## config.mk

```make
export PLATFORM = sky130hd
export DESIGN_NAME = rcl_reset_config_latch
export DESIGN_NICKNAME = d
export VERILOG_FILES = /design/src/include/rcl_pkg.sv /design/src/verilog/rcl_reset_config_latch.sv
export SDC_FILE = /design/constraint.sdc
export NUM_CORES = 1
export LEC_CHECK = 0
export BUFFER_PORTS_ARGS = -buffer_cell sky130_fd_sc_hd__buf_2
export CAP_MARGIN = 40
export CORE_MARGIN = 2
export CORE_UTILIZATION = 40
export DETAILED_ROUTE_END_ITERATION = 10
export GPL_ROUTABILITY_DRIVEN = 1
export PLACE_DENSITY = 0.67
export SYNTH_ARGS = -nofsm -noshare
export SYNTH_HDL_FRONTEND = slang
export SYNTH_SLANG_ARGS = --single-unit
```

## constraint.sdc

```tcl
create_clock -name clk_sys_i -period 1.95 [get_ports clk_sys_i]
set_input_delay 0.2925 -clock clk_sys_i [delete_from_list [all_inputs] [get_ports clk_sys_i]]
set_output_delay 0.2925 -clock clk_sys_i [all_outputs]
set_load 0.01 [all_outputs]
```

## src/include/rcl_pkg.sv

```systemverilog
package rcl_pkg;

   // ------------------------------------------------------------
   // Timing, all counts in cycles of the 50 MHz system clock.
   // ------------------------------------------------------------
   localparam int CLK_MHZ          = 50;
   localparam int PART_MIN_NS      = 40;
   localparam int PART_MAX_NS      = 500;
   localparam int FULL_MIN_NS      = 1200;
   localparam int PART_READY_NS    = 120;
   localparam int FULL_READY_US    = 15000;
   localparam int RANGE_SETTLE_US  = 120;
   localparam int CONV_NS          = 500;
   // A least time rounds up, a longest time rounds down.
   localparam int PART_MIN_CYC     = (PART_MIN_NS * CLK_MHZ + 999) / 1000;
   localparam int PART_MAX_CYC     = (PART_MAX_NS * CLK_MHZ) / 1000;
   localparam int FULL_MIN_CYC     = (FULL_MIN_NS * CLK_MHZ + 999) / 1000;
   localparam int PART_READY_CYC   = (PART_READY_NS * CLK_MHZ) / 1000;
   localparam int FULL_READY_CYC   = FULL_READY_US * CLK_MHZ;
   localparam int RANGE_SETTLE_CYC = RANGE_SETTLE_US * CLK_MHZ;
   localparam int CONV_CYC         = (CONV_NS * CLK_MHZ) / 1000;
   localparam int CNT_W            = 20;
   localparam int LOW_W            = 7;

   // ------------------------------------------------------------
   // Register port: 6-bit address, 9-bit data.
   // ------------------------------------------------------------
   localparam int          ADDR_W     = 6;
   localparam int          DATA_W     = 9;
   localparam logic [5:0]  ADDR_CFG   = 6'h02;
   localparam logic [5:0]  ADDR_STAT  = 6'h03;
   localparam logic [8:0]  CFG_RESET  = 9'h000;
   localparam int          CFG_PAIR_LSB  = 0;
   localparam int          CFG_BURST     = 3;
   localparam int          CFG_SEQ       = 4;
   localparam int          CFG_CRC       = 5;
   localparam int          CFG_RANGE_LSB = 6;
   localparam logic [1:0]  RANGE_SW_MODE = 2'h0;

   // Configuration caught at the release of a full reset.
   typedef struct packed {
      logic hw_mode;
      logic int_ref;
      logic iface;
      logic burst;
      logic seq;
      logic crc;
   } rcl_cfg_t;

   localparam rcl_cfg_t CFG_LAT_RESET = '0;

   typedef enum logic [1:0] {
      ST_RUN,
      ST_LOW,
      ST_PART_WAIT,
      ST_FULL_WAIT
   } rcl_state_t;

endpackage

```

## src/verilog/rcl_reset_config_latch.sv

```systemverilog
`timescale 1ns/1ps
// Contract
// - Reference strap is sampled when a full reset is released.
// - Latched reference strap 1 enables internal reference, 0 needs external.
// - Later reference strap changes are ignored until the next full reset.
// - Latched configuration changes only through a full reset.
// - Hardware mode reads checksum, burst and sequencer straps after full reset.
// - Burst and sequencer straps latch only in hardware mode, then ignored.
// - Mode, reference and interface straps latch at full reset in both modes.
// - Hardware mode reads channel pair pins at any reset release.
// - Range pins act at once; host allows about 120 us settling.
// - Hardware mode honours range pins always; pair and range never latched.
// - Mode selection changes only through a full reset.
// - Hardware mode refuses every register access.
// - Software mode takes all other configuration from registers; code uses only the range and pair register bits.
// - Low pulse of 40 ns to 500 ns is a partial reset; code takes any pulse from 40 ns up to 1.2 us as partial.
// - Device is ready 120 ns after a partial reset release.
// - Low pulse of at least 1.2 us is a full reset.
// - Device is ready 15 ms after a full reset release.
// - Partial reset reinitialises sequencer, filter, converters, drops result.
// - Partial reset keeps register contents and latched configuration.
// - Full reset returns everything to power-on defaults.
// - Range strap 00 at full release selects software mode, else hardware.
module rcl_reset_config_latch
   import rcl_pkg::*;
#(
   parameter int FULL_READY_CYCLES   = FULL_READY_CYC,
   parameter int RANGE_SETTLE_CYCLES = RANGE_SETTLE_CYC
) (
   input  wire logic              clk_sys_i,          // System clock, 50 MHz.
   input  wire logic              reset_i,            // Synchronous power-on reset.
   input  wire logic              reset_pin_n_i,      // Reset pin, active low.
   input  wire logic              ref_select_strap_i, // Reference select strap.
   input  wire logic [1:0]        range_mode_strap_i, // Range and mode strap.
   input  wire logic              iface_type_strap_i, // Interface type strap.
   input  wire logic              crc_strap_i,        // Checksum enable strap.
   input  wire logic              wr_burst_i,         // Burst strap in hardware mode.
   input  wire logic              seq_enable_strap_i, // Sequencer enable strap.
   input  wire logic [2:0]        pair_select_pins_i, // Channel pair select pins.
   input  wire logic              conv_start_i,       // Conversion start pin.
   input  wire logic [ADDR_W-1:0] reg_addr_i,         // Register address.
   input  wire logic [DATA_W-1:0] reg_wdata_i,        // Register write data.
   input  wire logic              reg_wr_i,           // Register write strobe.
   input  wire logic              reg_rd_i,           // Register read strobe.
   output logic      [DATA_W-1:0] reg_rdata_o,        // Read data, cycle after read.
   output logic                   reg_refused_o,      // Access refused pulse.
   output rcl_cfg_t               cfg_o,              // Latched configuration.
   output logic      [1:0]        range_o,            // Active input range.
   output logic                   range_settled_o,    // Range settling elapsed.
   output logic      [2:0]        pair_sel_o,         // Channel pair in use.
   output logic                   reinit_o,           // Sequencer, filter, ADC reinit.
   output logic                   ready_o,            // Device may start conversion.
   output logic                   busy_o,             // Conversion in progress.
   output logic                   result_valid_o      // Conversion result kept.
);

   // ------------------------------------------------------------
   // Pin synchronisers.
   // ------------------------------------------------------------
   localparam int SYNC_W = 12;
   // The reset pin idles high; clearing its flops to zero would fake a short
   // low pulse after power-on and trigger a spurious partial reset.
   localparam logic [SYNC_W-1:0] SYNC_IDLE = 12'h800;

   logic [SYNC_W-1:0] pins_m;
   logic [SYNC_W-1:0] pins_s;
   logic              conv_d;
   logic              pin_rst_n;
   logic              ref_s;
   logic [1:0]        range_s;
   logic              iface_s;
   logic              crc_s;
   logic              burst_s;
   logic              seq_s;
   logic [2:0]        pair_s;
   logic              conv_s;

   // Every pin is asynchronous to the clock, so each passes two flops.
   always_ff @(posedge clk_sys_i) begin
      if (reset_i) begin
         pins_m <= SYNC_IDLE;
         pins_s <= SYNC_IDLE;
      end else begin
         pins_m <= {reset_pin_n_i, ref_select_strap_i, range_mode_strap_i,
                    iface_type_strap_i, crc_strap_i, wr_burst_i, seq_enable_strap_i,
                    pair_select_pins_i, conv_start_i};
         pins_s <= pins_m;
      end
   end

   assign {pin_rst_n, ref_s, range_s, iface_s, crc_s, burst_s, seq_s, pair_s,
           conv_s} = pins_s;

   // ------------------------------------------------------------
   // Reset pulse classification.
   // ------------------------------------------------------------
   rcl_state_t       state;
   logic [LOW_W-1:0] low_cnt;
   logic [CNT_W-1:0] wait_cnt;
   logic             release_now;
   logic             full_rel;
   logic             part_rel;
   logic             full_hold;

   assign release_now = (state == ST_LOW) && pin_rst_n;
   assign full_rel    = release_now && (low_cnt >= LOW_W'(FULL_MIN_CYC));
   // Pulses above the partial limit but short of full still count as partial.
   assign part_rel    = release_now && !full_rel &&
                        (low_cnt >= LOW_W'(PART_MIN_CYC));
   // Only while the pin is still low: in the release cycle the latches must load,
   // not clear, or a full reset would never capture its straps.
   assign full_hold   = (state == ST_LOW) && !pin_rst_n && (low_cnt >= LOW_W'(FULL_MIN_CYC));

   // Count the low time; saturate so a long hold cannot wrap into a short one.
   // Saturating at the full limit keeps the counter to seven bits.
   always_ff @(posedge clk_sys_i) begin
      if (reset_i || pin_rst_n) begin
         low_cnt <= '0;
      end else if (low_cnt != LOW_W'(FULL_MIN_CYC)) begin
         low_cnt <= low_cnt + 1'b1;
      end
   end

   // A low pin always restarts classification, even while waiting.
   // Ready stays low through the wait, so an early start is refused, not queued.
   always_ff @(posedge clk_sys_i) begin
      if (reset_i) begin
         state    <= ST_FULL_WAIT;
         wait_cnt <= CNT_W'(FULL_READY_CYCLES);
      end else if (!pin_rst_n) begin
         state    <= ST_LOW;
      end else begin
         unique case (state)
            ST_LOW: begin
               if (full_rel) begin
                  state    <= ST_FULL_WAIT;
                  wait_cnt <= CNT_W'(FULL_READY_CYCLES);
               end else if (part_rel) begin
                  state    <= ST_PART_WAIT;
                  wait_cnt <= CNT_W'(PART_READY_CYC);
               end else begin
                  state    <= ST_RUN;
               end
            end
            ST_PART_WAIT, ST_FULL_WAIT: begin
               if (wait_cnt <= CNT_W'(1)) begin
                  state <= ST_RUN;
               end
               wait_cnt <= wait_cnt - 1'b1;
            end
            ST_RUN: begin
               state <= ST_RUN;
            end
         endcase
      end
   end

   assign ready_o = (state == ST_RUN);

   // ------------------------------------------------------------
   // Strap latches, written only at a full reset release.
   // ------------------------------------------------------------
   rcl_cfg_t next_cfg;

   always_comb begin
      next_cfg         = CFG_LAT_RESET;
      next_cfg.hw_mode = (range_s != RANGE_SW_MODE);
      next_cfg.int_ref = ref_s;
      next_cfg.iface   = iface_s;
      // Burst, sequencer and checksum straps only mean something in hardware mode.
      if (next_cfg.hw_mode) begin
         next_cfg.burst = burst_s;
         next_cfg.seq   = seq_s;
         next_cfg.crc   = crc_s;
      end
   end

   // Held at defaults while a full-length pulse is low, caught at release.
   // Straps pass the same synchroniser as the reset pin, so both are seen together.
   always_ff @(posedge clk_sys_i) begin
      if (reset_i || full_hold) begin
         cfg_o <= CFG_LAT_RESET;
      end else if (full_rel) begin
         cfg_o <= next_cfg;
      end
   end

   // ------------------------------------------------------------
   // Software configuration register.
   // ------------------------------------------------------------
   logic [DATA_W-1:0] cfg_reg;
   logic              hit_wr;

   assign hit_wr = reg_wr_i && !cfg_o.hw_mode && ready_o && (reg_addr_i == ADDR_CFG);

   // A partial reset leaves this register alone; only a full one clears it.
   // Writes are dropped unless ready, so a write cannot race the clearing of a full reset.
   always_ff @(posedge clk_sys_i) begin
      if (reset_i || full_hold) begin
         cfg_reg <= CFG_RESET;
      end else if (hit_wr) begin
         cfg_reg <= reg_wdata_i;
      end
   end

   // Reads answer in the next cycle; hardware mode reads as zero and is flagged.
   // Unmapped addresses read as zero, so a probe by software does no harm.
   always_ff @(posedge clk_sys_i) begin
      if (reset_i) begin
         reg_rdata_o   <= '0;
         reg_refused_o <= 1'b0;
      end else begin
         reg_refused_o <= cfg_o.hw_mode && (reg_rd_i || reg_wr_i);
         reg_rdata_o   <= '0;
         if (reg_rd_i && !cfg_o.hw_mode) begin
            if (reg_addr_i == ADDR_CFG) begin
               reg_rdata_o <= cfg_reg;
            end else if (reg_addr_i == ADDR_STAT) begin
               reg_rdata_o <= {3'h0, cfg_o.int_ref, cfg_o.iface, range_settled_o,
                               busy_o, ready_o, cfg_o.hw_mode};
            end
         end
      end
   end

   // ------------------------------------------------------------
   // Range: live from the pins in hardware mode, never latched.
   // ------------------------------------------------------------
   logic [CNT_W-1:0] settle_cnt;
   logic [1:0]       next_range;

   assign next_range = cfg_o.hw_mode ? range_s
                                     : cfg_reg[CFG_RANGE_LSB +: 2];

   always_ff @(posedge clk_sys_i) begin
      if (reset_i) begin
         range_o <= '0;
      end else begin
         range_o <= next_range;
      end
   end

   // Settling only flags readiness; the range itself switches at once.
   // A limitation: a new change while settling restarts the whole wait.
   always_ff @(posedge clk_sys_i) begin
      if (reset_i) begin
         settle_cnt <= '0;
      end else if (next_range != range_o) begin
         settle_cnt <= CNT_W'(RANGE_SETTLE_CYCLES);
      end else if (settle_cnt != '0) begin
         settle_cnt <= settle_cnt - 1'b1;
      end
   end

   assign range_settled_o = (settle_cnt == '0);

   // ------------------------------------------------------------
   // Conversion timing and channel pair selection.
   // ------------------------------------------------------------
   logic [5:0] conv_cnt;
   logic       conv_rise;
   logic       conv_done;

   always_ff @(posedge clk_sys_i) begin
      if (reset_i) begin
         conv_d <= 1'b0;
      end else begin
         conv_d <= conv_s;
      end
   end

   assign conv_rise = conv_s && !conv_d && ready_o && !busy_o;
   assign conv_done = busy_o && (conv_cnt == 6'd1);

   // Any reset pin activity aborts the conversion, so its result is dropped.
   // A held start pin cannot retrigger: only a fresh rising edge is taken.
   always_ff @(posedge clk_sys_i) begin
      if (reset_i || !pin_rst_n) begin
         busy_o         <= 1'b0;
         conv_cnt       <= '0;
         result_valid_o <= 1'b0;
      end else begin
         result_valid_o <= conv_done;
         if (conv_rise) begin
            busy_o   <= 1'b1;
            conv_cnt <= 6'(CONV_CYC);
         end else if (busy_o) begin
            busy_o   <= !conv_done;
            conv_cnt <= conv_cnt - 1'b1;
         end
      end
   end

   // Pair pins are read at every reset release and at the end of busy.
   // In software mode the pins have no function and the register decides.
   always_ff @(posedge clk_sys_i) begin
      if (reset_i || full_hold) begin
         pair_sel_o <= '0;
      end else if (!cfg_o.hw_mode && !release_now) begin
         pair_sel_o <= cfg_reg[CFG_PAIR_LSB +: 3];
      end else if (release_now && (next_cfg.hw_mode || !full_rel) && cfg_o.hw_mode) begin
         pair_sel_o <= pair_s;
      end else if (full_rel && next_cfg.hw_mode) begin
         pair_sel_o <= pair_s;
      end else if (conv_done) begin
         pair_sel_o <= pair_s;
      end
   end

   // One pulse restarts sequencer, filter and converters on partial release.
   // Latched straps and the register are left alone by it.
   always_ff @(posedge clk_sys_i) begin
      if (reset_i) begin
         reinit_o <= 1'b0;
      end else begin
         reinit_o <= part_rel;
      end
   end
endmodule

```

==> results.json, run 1 <==
{
  "status": "finished, violations left",
  "violations": "setup timing",
  "die_area_um2": 12400,
  "finalSetupViolCount": 3,
  "viasPerCell": 5.17,
  "reg2reg_depth": 7,
  "fmax_mhz": 504,
  "multi_input_area_um2": 2370,
  "cts_buffers": 17,
  "final_area_um2": 6070,
  "n_fill_cell": 1006,
  "regToRegSetupSlack_ns": -0.02,
  "io-pin-count": 57,
  "reg_top3": "settle_cnt: 20 flops, wait_cnt: 20 flops",
  "hold-worst-slack_ns": 0.0659,
  "min_path_type": "in -> reg",
  "cts_tree": "yes",
  "crit_start": "settle_cnt[5]",
  "fin_ws_ns": -0.0326,
  "cts_root_buffer": "clkbuf_16",
  "critPathRequiredTime_ns": 1.66,
  "final_hold_viol_count": 0,
  "synth_ff_type": "dfxtp_1",
  "clock_latency_ns": 0.41,
  "rows": 39,
  "grt_start_max_net_pins": 44,
  "irDropWorstVdd_v": 0.00128,
  "fin_nets": 628,
  "h-tree-depth": 4,
  "syn_to_final_growth_pct": 31.1,
  "first_pass_iters": 4,
  "worstSetupPathType": "reg -> out",
  "coreArea_um2": 11400,
  "fp.dieW_um": 112,
  "fp.dieH_um": 112,
  "grt.total_usage_pct": 18.1,
  "min-delay-start": "reset_pin_n_i",
  "ys_ff_latch": 113,
  "synth-seq-area-share_pct": 48.9,
  "cts_hold_buf": 0,
  "synthArstFlopShare_pct": 0,
  "whs_path_depth": 2,
  "power_density_nw_per_um2": 1290,
  "yosysWarnings": 0,
  "vias": 3854,
  "gr-total-overflow": 0,
  "gp_congestion": 0.804,
  "yosysUniqueCellTypes": 58,
  "leakage_nw": 2.45,
  "fin_util_pct": 53.4,
  "n_antenna_cell": 0,
  "synth_edf_count": 0,
  "path_clk_slew_ns": 0.05,
  "period_needed_ns": 1.98,
  "grt_pass1_vias": 3833,
  "drive_above_1_share_pct": 27.2,
  "drtIter0Drc": 215,
  "drt-total-wl_um": 10700,
  "critical_path.max_fanout": 4,
  "synth_area_per_cell_um2": 9.45,
  "numPortBuffers": 56,
  "total_power_w": 0.00782,
  "worst_pin_slew_ns": 0.569,
  "dpl-instance-area_um2": 5260,
  "antenna_left": 0,
  "synth_fp_nets": 529,
  "initial_core_util_pct": 40.7,
  "r2r_start": "settle_cnt[3]",
  "drcViolationCount": 0,
  "skew_ns": 0.00730,
  "antenna_found_initial": 0,
  "drv_cap": 0,
  "netlist_area_um2": 4630,
  "clock_sinks": 113,
  "worstPathArrival_ns": 1.69,
  "post_drt_wl_per_cell_um": 14.3,
  "final_max_slew_viol_count": 0,
  "min_period_over_period_pct": 102,
  "rsz0062_at_grt": "true",
  "grt_pass1_wl_um": 18100,
  "seq_area_um2": 2270,
  "setup.worst_path.start_class": "flop",
  "critPathCaptureType": "primary output",
  "max_slew_margin_pct": 61.5,
  "synthCells": 490,
  "cts_max_path_buffers": 2,
  "place_hpwl_um": 7410,
  "post-place-ws_ns": -0.00497
}
[layout make-up]
cell class	count	area share (%)
Tap cell	143	2.95
Multi-Input combinational cell	349	39.0
Inverter	13	0.845
Timing Repair Buffer	95	9.87
Sequential cell	113	37.4
Clock buffer	20	7.19
Clock inverter	12	2.72
[routing by layer]
layer	up-vias	share of wire [%]	global-route usage, %
met5	-	0	0
met4	0	2.1	8.97
met3	19	4.1	5.39
met2	85	47	28.8
met1	1815	47	22.3
li1	1935	-	-
[where the power goes]
part	switching [W]	total (W)	internal, W
clock network	0.00103	0.00315	0.00212
logic	0.000948	0.00193	0.000986
registers	0.000215	0.00274	0.00252
[placed cells by master (no fill, tap or decap), types with 4 or more instances in the layout]
cell type	n
dfxtp_1	107
nor2_1	60
buf_2	55
buf_4	36
nand2_1	27
nor2b_1	24
a21oi_1	19
xnor2_1	18
clkbuf_16	17
nand3_1	16
xor2_1	15
nor3_1	15
o21ai_0	15
mux2i_1	14
nor4_1	10
inv_1	9
a211oi_1	7
a221o_1	6
and2_1	6
ha_1	6
clkinv_2	6
nor4_4	5
nand2b_1	5
or2_2	5
a22o_1	5
dfxtp_2	5
or3_1	4
a31oi_1	4
bufinv_16	4
[cell families after synthesis]
kind of cell / count (synthesis) / share of synthesized area (%)
mux: 14 / 3.03
fa+ha+maj: 8 / 2.16
xor+xnor: 33 / 6.24
flops: 113 / 48.9
compound gates: 84 / 12.4
buf+inv: 28 / 2.38
simple gates: 210 / 25.0
[through the flow]
step	setup TNS, ns	instances
5_1_grt	-0.357	745
4_1_cts	-0.0758	742
6_report	-0.0582	745
2_1_floorplan	0	490
3_5_place_dp	-0.00998	704
3_3_place_gp	0	704
[Yosys cell counts (4+ instances only)]
library cell | instances | area, µm²
ha_1 | 8 | 100
mux2i_1 | 14 | 140
inv_1 | 11 | 41.3
a31oi_1 | 4 | 25.0
o21ai_0 | 15 | 75.1
xor2_1 | 15 | 131
a21oi_1 | 19 | 95.1
or2_2 | 6 | 37.5
nor2b_1 | 25 | 156
nor3_1 | 15 | 75.1
clkbuf_1 | 13 | 48.8
nand3_1 | 18 | 90.1
and2_1 | 6 | 37.5
nand2b_1 | 5 | 31.3
a22o_1 | 5 | 43.8
nand2_1 | 27 | 101
a221o_1 | 6 | 60.1
nor4_1 | 15 | 93.8
xnor2_1 | 18 | 158
or3_1 | 4 | 25.0
dfxtp_1 | 113 | 2260
nor2_1 | 60 | 225
a211oi_1 | 7 | 52.6
[worst paths after layout]
path / endpoint
min reg2reg: pins_s[11]
max: range_settled_o
max reg2reg: settle_cnt[16]
min: pins_m[11]
[worst max-delay path, stage by stage (launching register included)]
cell      delay [ns]
dfxtp_2         0.34
nor4_4          0.26
buf_4           0.15
nand4b_1        0.11
or2_4           0.27
inv_4           0.06
buf_6           0.09
[timing repair]
action,CTS,global route
setup buffers,6,3
pin swaps,3,7
setup endpoints to repair,1,11
gates resized for setup,17,16
Note: power is estimated with default switching activity, not from simulation.
==> inputs of run 2 (changes only) <==
--- a/config.mk
+++ b/config.mk
@@ -5,13 +5,15 @@
 export SDC_FILE = /design/constraint.sdc
 export NUM_CORES = 1
 export LEC_CHECK = 0
+export ABC_AREA = 1
 export BUFFER_PORTS_ARGS = -buffer_cell sky130_fd_sc_hd__buf_2
 export CAP_MARGIN = 40
 export CORE_MARGIN = 2
 export CORE_UTILIZATION = 40
+export CTS_CLUSTER_DIAMETER = 40
 export DETAILED_ROUTE_END_ITERATION = 10
 export GPL_ROUTABILITY_DRIVEN = 1
-export PLACE_DENSITY = 0.67
+export PLACE_DENSITY = 0.66
 export SYNTH_ARGS = -nofsm -noshare
 export SYNTH_HDL_FRONTEND = slang
 export SYNTH_SLANG_ARGS = --single-unit
==> results.json, run 2 <==
{
  "status": "finished clean",
  "drtIter0Drc": 285,
  "n_antenna_cell": 0,
  "fp.dieW_um": 118,
  "min_path_type": "in -> reg",
  "fin_nets": 866,
  "setup-tns-final_ns": 0,
  "synth_edf_count": 0,
  "drt-total-wl_um": 11900,
  "drv_cap": 0,
  "synth-seq-area-share_pct": 43.9,
  "ys_ff_latch": 113,
  "final_cell_mix": "163 x nand2_1, 144 x nor2_1, 114 x inv_1",
  "die_area_um2": 13800,
  "antenna_found_initial": 0,
  "final_common_cell": "nand2_1",
  "yosysUniqueCellTypes": 38,
  "post-synth-top-count-cell": "nand2_1",
  "synthArstFlopShare_pct": 0,
  "r2r-end": "wait_cnt[4]",
  "worst_pin_slew_ns": 0.487,
  "antenna_left": 0,
  "synth_adder_area_share_pct": 1.94,
  "synthMuxAreaShare_pct": 0,
  "io-pin-count": 57,
  "gp_congestion": 0.866,
  "clock_sinks": 113,
  "synthSimpleGateAreaFrac_pct": 33.6,
  "final_max_slew_viol_count": 0,
  "post-place-ws_ns": 0.286,
  "post_drt_wl_per_cell_um": 11.7,
  "fmax_mhz": 552,
  "crit_end": "range_settled_o",
  "irDropWorstVdd_v": 0.000635,
  "vias": 4619,
  "netlist_area_um2": 5150,
  "synth_top_area_cell": "dfxtp_1",
  "first_pass_iters": 6,
  "h-tree-depth": 4,
  "synth_top_family_by_area": "simple AND/OR/NAND/NOR gates",
  "max_slew_margin_pct": 67.2,
  "reg_top3": "settle_cnt: 20 flops, wait_cnt: 20 flops",
  "rows": 41,
  "rsz0062_at_grt": "false",
  "yosys.area.top_type_share_pct": 43.9,
  "viasPerCell": 4.56,
  "finalSetupViolCount": 0,
  "cts_root_buffer": "clkbuf_16",
  "fin_ws_ns": 0.139,
  "coreArea_um2": 12600,
  "crit_chain": "nor2_4 > nand2_1 > nor2_2 > nand3_2 > inv_1 > buf_2",
  "period_needed_ns": 1.81,
  "ys_top_cells_by_count": "164 x nand2_1, 148 x nor2_1, 114 x inv_1, 113 x dfxtp_1, 62 x nand3_1",
  "synth_area_leaders": "dfxtp_1 44%, nand2_1 12%, nor2_1 11%",
  "grt_pass1_wl_um": 20300,
  "worstSetupPathType": "reg -> out",
  "slowest_stage": "dfxtp_1",
  "final_hold_viol_count": 0,
  "syn_to_final_growth_pct": 22.7,
  "skew_ns": 0.00619,
  "n_fill_cell": 1287,
  "drive_above_1_share_pct": 15.1,
  "critPathCaptureType": "primary output",
  "grt_pass1_vias": 4358,
  "grt_start_max_net_pins": 23,
  "cts_tree": "yes",
  "synthCells": 750,
  "setup.worst_path.start_class": "flop",
  "critical_path.max_fanout": 4,
  "cts_max_path_buffers": 2,
  "drcViolationCount": 0,
  "yosysWarnings": 0,
  "path_clk_slew_ns": 0.05,
  "initial_core_util_pct": 40.8,
  "synth_fp_nets": 789,
  "clock_latency_ns": 0.42,
  "max_stage_delay_ns": 0.35,
  "synth_xor_xnor_area_share_pct": 3.57,
  "numPortBuffers": 56,
  "leakage_nw": 3.05,
  "synth_ff_type": "dfxtp_1",
  "grt.total_usage_pct": 18.4,
  "min_period_over_period_pct": 92.9,
  "cts_hold_buf": 0,
  "cts_buffers": 17,
  "synth_compound_area_share_pct": 7.14,
  "crit_start": "settle_cnt[8]",
  "fp.dieH_um": 118,
  "gr-total-overflow": 0,
  "regToRegSetupSlack_ns": 0.27,
  "critPathRequiredTime_ns": 1.66,
  "power_density_nw_per_um2": 1250,
  "reg2reg_depth": 9,
  "worstPathArrival_ns": 1.52,
  "r2r_start": "low_cnt[0]",
  "place_hpwl_um": 8660,
  "synth_area_per_cell_um2": 6.87
}
run 2: worst min-delay path by stage:
stage	startpoint	end	cells after the start
after global routing	reset_pin_n_i	pins_m[11]	2
after global placement	pins_m[5]	pins_s[5]	2
after CTS	reset_pin_n_i	pins_m[11]	2
final	reset_pin_n_i	pins_m[11]	2
after detailed placement	pins_m[7]	pins_s[7]	2
after floorplan	pins_m[0]	pins_s[0]	2
run 2: power by group:
part           internal (W)  leakage [nW]  switching, W
Sequential          0.00255         0.923      0.000196
Combinational      0.000763          1.83       0.00127
Clock               0.00197         0.288       0.00117
run 2: through the flow:
step                      hold slack [ns]  power [W]  cells  utilization, %  cell area, µm²
after floorplan                     0.388    0.00426    750               -            5150
after global placement              0.389    0.00470    979            45.1            5690
after detailed placement            0.393    0.00472    979            45.1            5690
after CTS                          0.0429    0.00793   1012            50.0            6310
after global routing               0.0470    0.00845   1012            50.1            6320
final                              0.0573    0.00792   1012            50.1            6320
run 2: layout make-up:
type                            count  area (µm²)  area share, %
Sequential cell                   113        2260           35.8
Inverter                          117         439           6.95
Tap cell                          172         215           3.40
Clock buffer                       19         453           7.17
Clock inverter                     13         151           2.40
Timing Repair Buffer               71         393           6.22
Multi-Input combinational cell    507        2410           38.1
run 2: critical path: cells and delay by family (launching register included):
family / cells / cell delay (ns)
AND/OR/NAND/NOR: 4 / 0.55
flip-flops: 1 / 0.35
buffers and inverters: 2 / 0.19
run 2: timing repair:
item / in CTS / in global routing
gates resized for setup: 2 / 5
setup endpoints to repair: 1 / 1
buffers inserted: 1 / 0
pin swaps: 1 / 0
run 2: layer usage:
| metal | wire (µm) | GRT usage [%] | up-vias |
|---|---|---|---|
| met2 | 5580 | 30.2 | 77 |
| li1 | - | - | 2479 |
| met1 | 5600 | 22.8 | 2049 |
| met3 | 478 | 4.99 | 14 |
| met5 | 0 | 0 | - |
| met4 | 208 | 7.53 | 0 |
run 2: kinds of logic after synthesis:
family,count (synthesis)
compound gates,68
xor+xnor,21
fa+ha+maj,8
buf+inv,130
flops,113
simple gates,410
==> inputs of run 3 (changes only) <==
--- a/config.mk
+++ b/config.mk
@@ -6,14 +6,14 @@
 export NUM_CORES = 1
 export LEC_CHECK = 0
 export ABC_AREA = 1
-export BUFFER_PORTS_ARGS = -buffer_cell sky130_fd_sc_hd__buf_2
 export CAP_MARGIN = 40
 export CORE_MARGIN = 2
 export CORE_UTILIZATION = 40
 export CTS_CLUSTER_DIAMETER = 40
 export DETAILED_ROUTE_END_ITERATION = 10
+export DONT_BUFFER_PORTS = 1
 export GPL_ROUTABILITY_DRIVEN = 1
-export PLACE_DENSITY = 0.66
+export PLACE_DENSITY = 0.62
 export SYNTH_ARGS = -nofsm -noshare
 export SYNTH_HDL_FRONTEND = slang
 export SYNTH_SLANG_ARGS = --single-unit
==> results.json, run 3 (synthesis results as in run 2) <==
{
  "critical_path.max_fanout": 6,
  "io-pin-count": 57,
  "rows": 41,
  "final_common_cell": "nand2_1",
  "drt-total-wl_um": 12300,
  "clock_sinks": 113,
  "leakage_nw": 2.81,
  "setup-tns-final_ns": 0,
  "antenna_left": 0,
  "post_drt_wl_per_cell_um": 12.8,
  "final_max_slew_viol_count": 0,
  "worstPathArrival_ns": 1.54,
  "n_fill_cell": 1299,
  "fp.dieH_um": 118,
  "period_needed_ns": 1.83,
  "numPortBuffers": 0,
  "setup.worst_path.start_class": "flop",
  "h-tree-depth": 4,
  "grt_start_max_net_pins": 37,
  "fmax_mhz": 547,
  "clock_latency_ns": 0.42,
  "critPathRequiredTime_ns": 1.66,
  "cts_tree": "yes",
  "final_cell_mix": "164 x nand2_1, 145 x nor2_1, 113 x inv_1, 113 x dfxtp_1, 61 x nand3_1",
  "fp.dieW_um": 118,
  "fin_util_pct": 48.4,
  "antenna_found_initial": 0,
  "worst_pin_slew_ns": 0.487,
  "n_antenna_cell": 0,
  "coreArea_um2": 12600,
  "finalSetupViolCount": 0,
  "drive_above_1_share_pct": 7.97,
  "gp_congestion": 0.927,
  "worstSetupPathType": "reg -> out",
  "drv_cap": 0,
  "grt.total_usage_pct": 18.8,
  "initial_core_util_pct": 40.8,
  "min_period_over_period_pct": 93.8,
  "hold-worst-slack_ns": 0.0423,
  "viasPerCell": 4.79,
  "grt_pass1_vias": 4553,
  "drcViolationCount": 0,
  "critPathCaptureType": "primary output",
  "cts_max_path_buffers": 2,
  "final_hold_viol_count": 0,
  "first_pass_iters": 4,
  "min_path_type": "in -> reg",
  "rsz0062_at_grt": "false",
  "vias": 4607,
  "power_density_nw_per_um2": 1270,
  "path_clk_slew_ns": 0.05,
  "drtIter0Drc": 173,
  "syn_to_final_growth_pct": 18.6,
  "postCtsSetupBuffers": 0,
  "die_area_um2": 13800,
  "irDropWorstVdd_v": 0.000720,
  "fin_cells": 962,
  "place_hpwl_um": 8970,
  "cts_buffers": 17,
  "fin_nets": 817,
  "skew_ns": 0.00759,
  "cts_root_buffer": "clkbuf_16",
  "reg_top3": "settle_cnt: 20 flops, wait_cnt: 20 flops",
  "placed_cells": 918,
  "gr-total-overflow": 0,
  "status": "finished clean",
  "max_slew_margin_pct": 67.2,
  "grt_pass1_wl_um": 21000
}
[run 3: layout make-up]
class                   instances  area [µm²]  area share, %
clock inverters                 9         106           1.74
repair buffers                 22         208           3.40
well taps                     172         215           3.52
multi-input cells             507        2400           39.2
inverters                     117         439           7.19
flip-flops and latches        113        2260           37.0
clock buffers                  22         484           7.92
[run 3: critical path, cell delays in order, from the launching register on]
cell,delay (ns)
dfxtp_1,0.31
nor2_1,0.22
nand2_1,0.10
nor2_2,0.19
nand3_2,0.17
inv_1,0.14
[run 3: through the flow]
step	power, W	area (µm²)	setup WS [ns]
2_1_floorplan	0.00426	5150	0.379
3_3_place_gp	0.00464	5370	0.223
3_5_place_dp	0.00466	5370	0.204
4_1_cts	0.00778	6100	0.0379
5_1_grt	0.00825	6110	0.00678
6_report	0.00779	6110	0.120
[run 3: routing by layer]
| metal | share of wire (%) | global-route usage, % |
|---|---|---|
| met5 | 0 | 0 |
| met4 | 2.0 | 7.08 |
| met3 | 4.7 | 5.86 |
| met2 | 49 | 31.9 |
| met1 | 44 | 22.3 |
[run 3: final timing paths]
check,slack (ns),cells past startpoint,start,end
worst min-delay path,0.04,2,reg_rd_i,reg_refused_o
worst max-delay path,0.12,5,settle_cnt[14],range_settled_o
worst max register to register,0.19,7,cfg_o[5],settle_cnt[18]
worst min register to register,0.40,2,pins_m[9],pins_s[9]
[run 3: repair_timing]
item | CTS | global route
endpoints found under the hold margin | 36 | 0
gates cloned | 0 | 0
endpoints found under the setup margin | 1 | 1
hold buffers | 13 | 0
resized for setup | 1 | 4
[run 3: power breakdown]
| group | internal [W] | leakage, nW | switching, W |
|---|---|---|---|
| Combinational | 0.000716 | 1.60 | 0.00128 |
| Clock | 0.00200 | 0.284 | 0.00105 |
| Sequential | 0.00255 | 0.923 | 0.000200 |
